===== src/i2cbf_pkg.sv =====
package i2cbf_pkg;

    // Register indexes; byte address is four times the index
    localparam logic [27:0] BFM_INDEX = 28'hFFFFD8A;
    localparam logic [27:0] CTRL_INDEX = 28'h0000010;
    localparam logic [27:0] IRQ_STAT_INDEX = 28'h0000011;
    localparam logic [27:0] IRQ_EN_INDEX = 28'h0000012;
    localparam logic [27:0] IRQ_CLR_INDEX = 28'h0000013;

    // Control register fields
    localparam int CTRL_EN_BIT = 0;
    localparam int CTRL_START_BIT = 1;
    localparam int CTRL_STOP_BIT = 2;
    localparam int CTRL_HOLD_BIT = 3;

    // Interrupt status fields
    localparam int IRQ_START_BIT = 0;
    localparam int IRQ_STOP_BIT = 1;
    localparam int IRQ_FAIL_BIT = 2;
    localparam int IRQ_W = 3;

    // Reset values
    localparam logic [7:0] BFM_RESET = 8'h00;
    localparam logic [IRQ_W-1:0] IRQ_RESET = 3'h0;

    // Timing of generated start and stop
    localparam int CLK_PERIOD_NS = 10;
    localparam int START_HOLD_NS = 4000;
    localparam int STOP_SETUP_NS = 4000;
    localparam int START_HOLD_CYC = (START_HOLD_NS + CLK_PERIOD_NS - 1) / CLK_PERIOD_NS;
    localparam int STOP_SETUP_CYC = (STOP_SETUP_NS + CLK_PERIOD_NS - 1) / CLK_PERIOD_NS;
    localparam int CNT_W = 16;

    // Bus flag and mode register layout
    typedef struct packed {
        logic start_failure_flag;
        logic bus_busy_flag;
        logic [3:0] zero;
        logic initial_start_permission;
        logic reservation_disable;
    } i2cbf_flag_t;

    // Conditions seen on the bus
    typedef struct packed {
        logic start;
        logic stop;
    } i2cbf_cond_t;

    // Captured AHB address phase
    typedef struct packed {
        logic valid;
        logic write;
        logic [31:0] addr;
    } i2cbf_dphase_t;

    typedef enum logic [2:0] {
        ST_IDLE,
        ST_START_SDA,
        ST_HOLD,
        ST_STOP_SCL
    } i2cbf_state_t;

    function automatic logic [31:0] i2cbf_byte_addr(input logic [27:0] index);
        return {2'b00, index, 2'b00};
    endfunction

endpackage


===== src/i2cbf_sync.sv =====
`timescale 1ns/1ps
module i2cbf_sync #(
    parameter int W = 2
) (
    // Clock and reset
    input wire logic hclk,
    input wire logic hresetn,
    // Levels
    input wire logic [W-1:0] async_in,
    output logic [W-1:0] sync_out
);
    logic [W-1:0] stage1;

    // Two flops; idle bus lines are high
    always_ff @(posedge hclk or negedge hresetn) begin
        if (!hresetn) begin
            stage1 <= {W{1'b1}};
            sync_out <= {W{1'b1}};
        end else begin
            stage1 <= async_in;
            sync_out <= stage1;
        end
    end
endmodule // i2cbf_sync


===== src/i2cbf_cond_det.sv =====
`timescale 1ns/1ps
module i2cbf_cond_det
    import i2cbf_pkg::*;
(
    // Clock and reset
    input wire logic hclk,
    input wire logic hresetn,
    // Synchronised bus levels
    input wire logic scl,
    input wire logic sda,
    // Detected conditions
    output i2cbf_cond_t cond
);
    import i2cbf_pkg::*;

    logic sda_q;
    i2cbf_cond_t next_cond;

    // Data edge while clock high marks a condition
    always_comb begin
        next_cond.start = scl & sda_q & ~sda;
        next_cond.stop = scl & ~sda_q & sda;
    end

    always_ff @(posedge hclk or negedge hresetn) begin
        if (!hresetn) begin
            sda_q <= 1'b1;
            cond <= '0;
        end else begin
            sda_q <= sda;
            cond <= next_cond;
        end
    end
endmodule // i2cbf_cond_det


===== src/i2cbf_top.sv =====
`timescale 1ns/1ps
module i2cbf_top #(
    parameter int START_CYC = i2cbf_pkg::START_HOLD_CYC,
    parameter int STOP_CYC = i2cbf_pkg::STOP_SETUP_CYC
) (
    // Clock and reset
    input wire logic hclk,
    input wire logic hresetn,
    // AHB-Lite slave
    input wire logic hsel,
    input wire logic [31:0] haddr,
    input wire logic [1:0] htrans,
    input wire logic hwrite,
    input wire logic [2:0] hsize,
    input wire logic [31:0] hwdata,
    input wire logic hready,
    output logic hreadyout,
    output logic hresp,
    output logic [31:0] hrdata,
    // I2C pins
    input wire logic scl_in,
    output logic scl_out,
    output logic scl_oe,
    input wire logic sda_in,
    output logic sda_out,
    output logic sda_oe,
    // Interrupt
    output logic irq
);
    import i2cbf_pkg::*;

    localparam logic [CNT_W-1:0] START_LOAD = CNT_W'(START_CYC - 1);
    localparam logic [CNT_W-1:0] STOP_LOAD = CNT_W'(STOP_CYC - 1);

    logic [1:0] pins_sync;
    i2cbf_cond_t cond;

    i2cbf_flag_t flags, next_flags;
    logic ctrl_en, next_ctrl_en;
    logic en_q, next_en_q;
    logic start_req, next_start_req;
    logic stop_req, next_stop_req;
    i2cbf_state_t state, next_state;
    logic [CNT_W-1:0] cnt, next_cnt;
    logic next_scl_oe, next_sda_oe;
    logic [IRQ_W-1:0] irq_stat, next_irq_stat;
    logic [IRQ_W-1:0] irq_en, next_irq_en;
    i2cbf_dphase_t dphase, next_dphase;
    logic [31:0] next_hrdata;

    logic wr_lane0;
    logic wr_flag;
    logic wr_ctrl;
    logic wr_irq_en;
    logic wr_irq_clr;
    logic fail_ev;
    logic [IRQ_W-1:0] irq_ev;
    logic ap_take;

    // Bus lines pass two flops before any logic
    i2cbf_sync #(
        .W(2)
    ) u_sync (
        .hclk(hclk),
        .hresetn(hresetn),
        .async_in({scl_in, sda_in}),
        .sync_out(pins_sync)
    );

    i2cbf_cond_det u_det (
        .hclk(hclk),
        .hresetn(hresetn),
        .scl(pins_sync[1]),
        .sda(pins_sync[0]),
        .cond(cond)
    );

    function automatic logic hit(input logic [31:0] addr, input logic [27:0] index);
        return addr[31:2] == {2'b00, index};
    endfunction

    // Open-drain pins only pull low
    assign scl_out = 1'b0;
    assign sda_out = 1'b0;
    assign hreadyout = 1'b1;
    assign hresp = 1'b0;
    assign irq = |(irq_stat & irq_en);

    always_comb begin
        next_flags = flags;
        next_ctrl_en = ctrl_en;
        next_en_q = ctrl_en;
        next_start_req = start_req;
        next_stop_req = stop_req;
        next_state = state;
        next_cnt = cnt;
        next_scl_oe = scl_oe;
        next_sda_oe = sda_oe;
        next_irq_en = irq_en;
        next_hrdata = hrdata;
        fail_ev = 1'b0;

        // Data phase of a captured write; lane 0 carries every field
        wr_lane0 = dphase.valid & dphase.write & (dphase.addr[1:0] == 2'b00);
        wr_flag = wr_lane0 & hit(dphase.addr, BFM_INDEX);
        wr_ctrl = wr_lane0 & hit(dphase.addr, CTRL_INDEX);
        wr_irq_en = wr_lane0 & hit(dphase.addr, IRQ_EN_INDEX);
        wr_irq_clr = wr_lane0 & hit(dphase.addr, IRQ_CLR_INDEX);

        // Control register
        if (wr_ctrl) begin
            next_ctrl_en = hwdata[CTRL_EN_BIT];
            if (hwdata[CTRL_START_BIT]) begin
                next_start_req = 1'b1;
                next_flags.start_failure_flag = 1'b0;
            end
            if (hwdata[CTRL_STOP_BIT] && state == ST_HOLD) begin
                next_stop_req = 1'b1;
            end
        end

        // Permission dropped by a start seen on the bus; a mode write in the same cycle wins
        if (cond.start) begin
            next_flags.initial_start_permission = 1'b0;
        end

        // Mode bits written only while stopped; upper flags ignore writes
        if (wr_flag && !ctrl_en) begin
            next_flags.initial_start_permission = hwdata[1];
            next_flags.reservation_disable = hwdata[0];
        end

        // Busy tracking
        if (ctrl_en) begin
            if (cond.stop) begin
                next_flags.bus_busy_flag = 1'b0;
            end
            if (cond.start) begin
                next_flags.bus_busy_flag = 1'b1;
            end
            if (!en_q && !flags.initial_start_permission) begin
                next_flags.bus_busy_flag = 1'b1;
            end
        end

        // Start and stop generation
        case (state)
            ST_IDLE: begin
                if (ctrl_en && start_req) begin
                    if (!flags.bus_busy_flag) begin
                        next_sda_oe = 1'b1;
                        next_cnt = START_LOAD;
                        next_state = ST_START_SDA;
                    end else if (flags.reservation_disable) begin
                        fail_ev = 1'b1;
                        next_start_req = 1'b0;
                    end
                end
            end
            ST_START_SDA: begin
                if (cnt == '0) begin
                    next_scl_oe = 1'b1;
                    next_start_req = 1'b0;
                    next_state = ST_HOLD;
                end else begin
                    next_cnt = cnt - 1'b1;
                end
            end
            ST_HOLD: begin
                if (stop_req) begin
                    next_scl_oe = 1'b0;
                    next_cnt = STOP_LOAD;
                    next_state = ST_STOP_SCL;
                end
            end
            ST_STOP_SCL: begin
                if (cnt == '0) begin
                    next_sda_oe = 1'b0;
                    next_stop_req = 1'b0;
                    next_state = ST_IDLE;
                end else begin
                    next_cnt = cnt - 1'b1;
                end
            end
            default: begin
                next_state = ST_IDLE;
            end
        endcase

        // Failure set wins over the clear by a new request
        if (fail_ev) begin
            next_flags.start_failure_flag = 1'b1;
        end

        // Stopped controller drops flags, requests and pins
        if (!ctrl_en) begin
            next_flags.bus_busy_flag = 1'b0;
            next_flags.start_failure_flag = 1'b0;
            next_start_req = 1'b0;
            next_stop_req = 1'b0;
            next_scl_oe = 1'b0;
            next_sda_oe = 1'b0;
            next_state = ST_IDLE;
        end
        next_flags.zero = 4'h0;

        // Interrupts: sticky, events win over clears
        irq_ev = '0;
        irq_ev[IRQ_START_BIT] = cond.start;
        irq_ev[IRQ_STOP_BIT] = cond.stop;
        irq_ev[IRQ_FAIL_BIT] = fail_ev;
        next_irq_stat = irq_stat;
        if (wr_irq_clr) begin
            next_irq_stat = irq_stat & ~hwdata[IRQ_W-1:0];
        end
        next_irq_stat = next_irq_stat | irq_ev;
        if (wr_irq_en) begin
            next_irq_en = hwdata[IRQ_W-1:0];
        end

        // Address phase capture
        ap_take = hsel & hready & htrans[1];
        next_dphase.valid = ap_take;
        next_dphase.write = ap_take & hwrite;
        next_dphase.addr = ap_take ? haddr : dphase.addr;

        // Read data from next values so a read after a write sees it
        if (ap_take && !hwrite) begin
            if (hit(haddr, BFM_INDEX)) begin
                next_hrdata = {24'h000000, next_flags};
            end else if (hit(haddr, CTRL_INDEX)) begin
                next_hrdata = '0;
                next_hrdata[CTRL_EN_BIT] = next_ctrl_en;
                next_hrdata[CTRL_START_BIT] = next_start_req;
                next_hrdata[CTRL_STOP_BIT] = next_stop_req;
                next_hrdata[CTRL_HOLD_BIT] = (next_state == ST_HOLD);
            end else if (hit(haddr, IRQ_STAT_INDEX)) begin
                next_hrdata = {{(32-IRQ_W){1'b0}}, next_irq_stat};
            end else if (hit(haddr, IRQ_EN_INDEX)) begin
                next_hrdata = {{(32-IRQ_W){1'b0}}, next_irq_en};
            end else begin
                next_hrdata = 32'h00000000;
            end
        end
    end

    always_ff @(posedge hclk or negedge hresetn) begin
        if (!hresetn) begin
            flags <= i2cbf_flag_t'(BFM_RESET);
            ctrl_en <= 1'b0;
            en_q <= 1'b0;
            start_req <= 1'b0;
            stop_req <= 1'b0;
            state <= ST_IDLE;
            cnt <= '0;
            scl_oe <= 1'b0;
            sda_oe <= 1'b0;
            irq_stat <= IRQ_RESET;
            irq_en <= IRQ_RESET;
            dphase <= '0;
            hrdata <= 32'h00000000;
        end else begin
            flags <= next_flags;
            ctrl_en <= next_ctrl_en;
            en_q <= next_en_q;
            start_req <= next_start_req;
            stop_req <= next_stop_req;
            state <= next_state;
            cnt <= next_cnt;
            scl_oe <= next_scl_oe;
            sda_oe <= next_sda_oe;
            irq_stat <= next_irq_stat;
            irq_en <= next_irq_en;
            dphase <= next_dphase;
            hrdata <= next_hrdata;
        end
    end
endmodule // i2cbf_top


===== config.mk =====
export PLATFORM = sky130hd
export DESIGN_NAME = i2cbf_top
export DESIGN_NICKNAME = d
export VERILOG_FILES = /design/src/i2cbf_pkg.sv /design/src/i2cbf_sync.sv /design/src/i2cbf_cond_det.sv /design/src/i2cbf_top.sv
export SDC_FILE = /design/constraint.sdc
export NUM_CORES = 1
export LEC_CHECK = 0
export BUFFER_PORTS_ARGS = -buffer_cell sky130_fd_sc_hd__buf_4
export CAP_MARGIN = 10
export CORE_AREA = 8 8 99 101
export DETAILED_ROUTE_END_ITERATION = 10
export DIE_AREA = 0 0 107 109
export PLACE_DENSITY_LB_ADDON = 0.2
export SLEW_MARGIN = 20
export SYNTH_ARGS = -nofsm -noshare
export SYNTH_HDL_FRONTEND = slang
export SYNTH_HIERARCHICAL = 1
export SYNTH_SLANG_ARGS = --single-unit

===== constraint.sdc =====
create_clock -name hclk -period 2.35 [get_ports hclk]
set_input_delay 0.1175 -clock hclk [delete_from_list [all_inputs] [get_ports hclk]]
set_output_delay 0.1175 -clock hclk [all_outputs]
set_load 0.02 [all_outputs]

==> metrics <==
Hold/Removal Path Class=input pin to register; leading cell type in the layout, fill and taps excluded=sky130_fd_sc_hd__dfrtp_1; shortest clock period the worst path allows after layout=roughly 2.3 ns; level count of the clock H-tree=3; clock transition time at the flip-flop clock pins of the worst setup and hold paths=0.08 ns; number of clock sinks=82; signal arrival time at the worst endpoint=2.50 ns; Crit Path Max Fanout=3; Die Footprint=between 10,000 and 15,000 sq um; number of filler cells placed in the layout=about 730; top-area cell type share of the netlist area=47.6%; endpoint with the worst hold slack=dphase[4]$_DFFE_PN0P_; part of the total power dissipated in combinational logic=11.5%; global routing usage summed across all routing layers=between 15 and 20%; cell count after synthesis=around 360; clock latency of the later-clocked register in the worst-skew pair=roughly 0.36 ns; Initial Util=about half; startpoint class of the critical path=register; detailed-placement wirelength estimate=6950 um; Worst Min Path Start=haddr[4]; number of enable-type register cells in the synthesized netlist=0; power density over cell area=roughly 670 nW/um^2; depth of the worst hold-timing path=2; detail-routed via count per cell=approximately 5.4; number of storage elements in the synthesis netlist=just over 80; buffering stage count on the worst path with inverters included=0; core area=between 8000 and 9000 sq um; result of the run=finished clean; die extent in y=roughly 110 um; sum of routed wire length over all layers=a little over 9000 um; largest net degree at the start of global routing=50; mean routed wirelength per cell=16.4 um; final standard cell area without fillers=4980 sq um; share of synthesized area occupied by flip-flops and latches=slightly above 50%; dominant synthesized flop cell=sky130_fd_sc_hd__dfrtp_1; startpoint of the worst-slack reg-to-reg timing path=dphase[6]$_DFFE_PN0P_; worst slew slack as a fraction of its limit=between 50% and 60%; maximum clock rate=approximately 440 MHz; async set or reset register ratio after synthesis=100%; part of the cycle the worst path needs=96.7%; total negative slack=0 ns; number of nets in the layout=about 530; Critical Path Max Stage Delay=between 0.5 and 0.6 ns; WS Path Type=register to register; GR Overflow Total=0; via count of the first global-routing pass=roughly 3,000; setup repair after global routing missed its margin=false; Post-Place Cell Area=4590 sq um; clock power share=roughly two fifths; Least-Margin Pin Slew=between 0.6 and 0.7 ns; cell types with the largest area share after synthesis=sky130_fd_sc_hd__dfrtp_1, sky130_fd_sc_hd__mux2_2, sky130_fd_sc_hd__buf_4; fraction of final layout cells sized beyond drive strength 1=about 34%; count of cell types in the netlist=between 60 and 70; maximum buffer depth of the clock tree=2; register area=approximately 2100 sq um; Worst path top cell family by delay=simple AND/OR/NAND/NOR gates; CTS Root Cell=sky130_fd_sc_hd__clkbuf_8; layout-stage area growth over the synthesis result=23.0%; top library cells by usage in the layout, fill and taps aside=sky130_fd_sc_hd__dfrtp_1, sky130_fd_sc_hd__buf_4, sky130_fd_sc_hd__mux2_2, sky130_fd_sc_hd__conb_1, sky130_fd_sc_hd__nor2_1; internal power consumption=2.54 mW; number of endpoints with negative hold slack in the final report=0; violation count after the first detailed-routing iteration=a little over 100; leakage power=approximately 2.3 nW; IR Drop Worst-Case VDD=between 400 and 500 uV; global placer's final weighted congestion=about 0.8; required time at the endpoint of the critical path=roughly 2.6 ns; average cell area after synthesis=around 11 sq um; synthesized area=4050 sq um; leading area contributor after synthesis=sky130_fd_sc_hd__dfrtp_1; synth warn=6; switching share of total power=23.5%; post-route DRC violation count=0; clock tree from TritonCTS=done; Reg2Reg Capture Point=hrdata[0]$_DFFE_PN0P_; initial antenna violation count=0; Pre-Repair DR Iteration Count=4; global-route wire length before repair=14,700 um; switching power of the nets=0.781 mW; sequence of cells on the critical path=nand4b_1, or4_1, or4_4, mux2_4, a21oi_2, a21oi_1; share of the core filled with cells in the final layout=approximately three fifths; setup clock skew after layout=between 0.015 and 0.02 ns; number of clock buffers inserted by TritonCTS=9; number of max-cap violations=0; register-to-register path setup slack=~0.078 ns; cell type of the slowest stage on the worst timing path=sky130_fd_sc_hd__or4_4; fraction of power consumed by sequential logic=49.3%; n_diodes=0; number of input and output port buffers inserted=between 50 and 60; Chip Width=~110 um; count of antenna-violating nets left after detailed routing=0; row count=34; Final Max Slew Viols=0; area occupied by multi-input gates=1860 sq um; type of element capturing the critical path=register; final setup fails=0; I/O pins=approximately 120; Worst Reg-to-Reg Cells=6; routed via count=~3,000
power by group through the flow:
stage	logic (mW)	registers, mW	clock network (mW)
floorplan	0.231	1.62	0
CTS	0.376	1.62	1.33
global route	0.420	1.65	1.39
finish	0.381	1.64	1.30
global placement	0.356	1.64	0
detailed placement	0.365	1.64	0
how the worst max path moves through the flow:
stage | startpoint | endpoint | slack (ns) | cells past startpoint
2_1_floorplan | dphase[8]$_DFFE_PN0P_ | hrdata[0]$_DFFE_PN0P_ | 0.23 | 6
3_3_place_gp | dphase[8]$_DFFE_PN0P_ | hrdata[0]$_DFFE_PN0P_ | 0.04 | 7
3_5_place_dp | dphase[15]$_DFFE_PN0P_ | hrdata[0]$_DFFE_PN0P_ | -0.02 | 7
4_1_cts | dphase[8]$_DFFE_PN0P_ | hrdata[0]$_DFFE_PN0P_ | 0.009 | 7
5_1_grt | dphase[8]$_DFFE_PN0P_ | hrdata[0]$_DFFE_PN0P_ | 0.004 | 8
6_report | dphase[6]$_DFFE_PN0P_ | hrdata[0]$_DFFE_PN0P_ | 0.08 | 6
Yosys cell counts (all sizes together) (2+ instances only):
library cell,instances
nor3,5
a31oi,5
and4bb,2
nand2,20
o21a,3
o21ai,11
nor2,23
dfrtp,77
mux2,36
and4,2
conb,2
a21oi,7
and3,2
buf,32
ha,2
nand4b,7
nor4b,2
o41ai,3
and2,7
nand2b,5
clkbuf,4
inv,12
nand3,10
xor2,10
or3,2
and3b,2
nor3b,2
nor4,15
nand3b,2
o31ai,4
nand4,17
or2,2
dfstp,5
or4,9
per-layer routing:
layer | vias up | wire length [um] | part of all wire [%] | GRT usage, %
met4 | 0 | 161 | 1.7 | 6.53
met2 | 77 | 4650 | 50 | 27.3
met3 | 14 | 438 | 4.8 | 3.19
li1 | 1444 | - | - | -
met5 | - | 0 | 0 | 0
met1 | 1468 | 3960 | 43 | 19.2
state kept, by name (all words and copies together), names as in the netlist, 2 cells and up:
name	count
dphase	34
irq_stat	3
cnt	16
u_sync/sync_out	2
irq_en	3
flags	4
state	3
u_det/cond	2
u_sync/stage1	2
hrdata	6
stage by stage:
step	hold slack [ns]	instances	setup slack, ns	power (mW)
5_1_grt	0.00356	560	0.00425	3.46
6_report	0.0111	560	0.0781	3.32
2_1_floorplan	-0.178	392	0.230	1.85
3_3_place_gp	0.183	537	0.0410	1.99
4_1_cts	0.00122	559	0.00894	3.32
3_5_place_dp	0.182	537	-0.0225	2.01
timing repair:
item	CTS	global route
buffers inserted	0	1
hold buffers	6	0
pin swaps	0	1
resized for setup	1	9
endpoints found under the setup margin	1	6
hold endpoints to repair	51	0
layout make-up:
class                      count  area share (%)
sequential                    82            41.4
multi-input combinational    262            37.5
timing repair buffer          80            12.4
tap                          108            2.72
clock inverter                 6            2.62
clock buffer                  10            2.56
inverter                      12           0.905
logic make-up after synthesis:
kind of cell               Yosys count  synth area share, %
muxes                               37                 10.4
other                                2                0.186
xor gates and xnor gates            10                 2.16
buffers and inverters               48                 7.27
DFF                                 82                 50.9
adders and majority gates            2                0.618
and+or+nand+nor                    137                 20.6
AOI/OAI and AO/OA                   45                 7.95
Power figures use the tool's default switching activity.
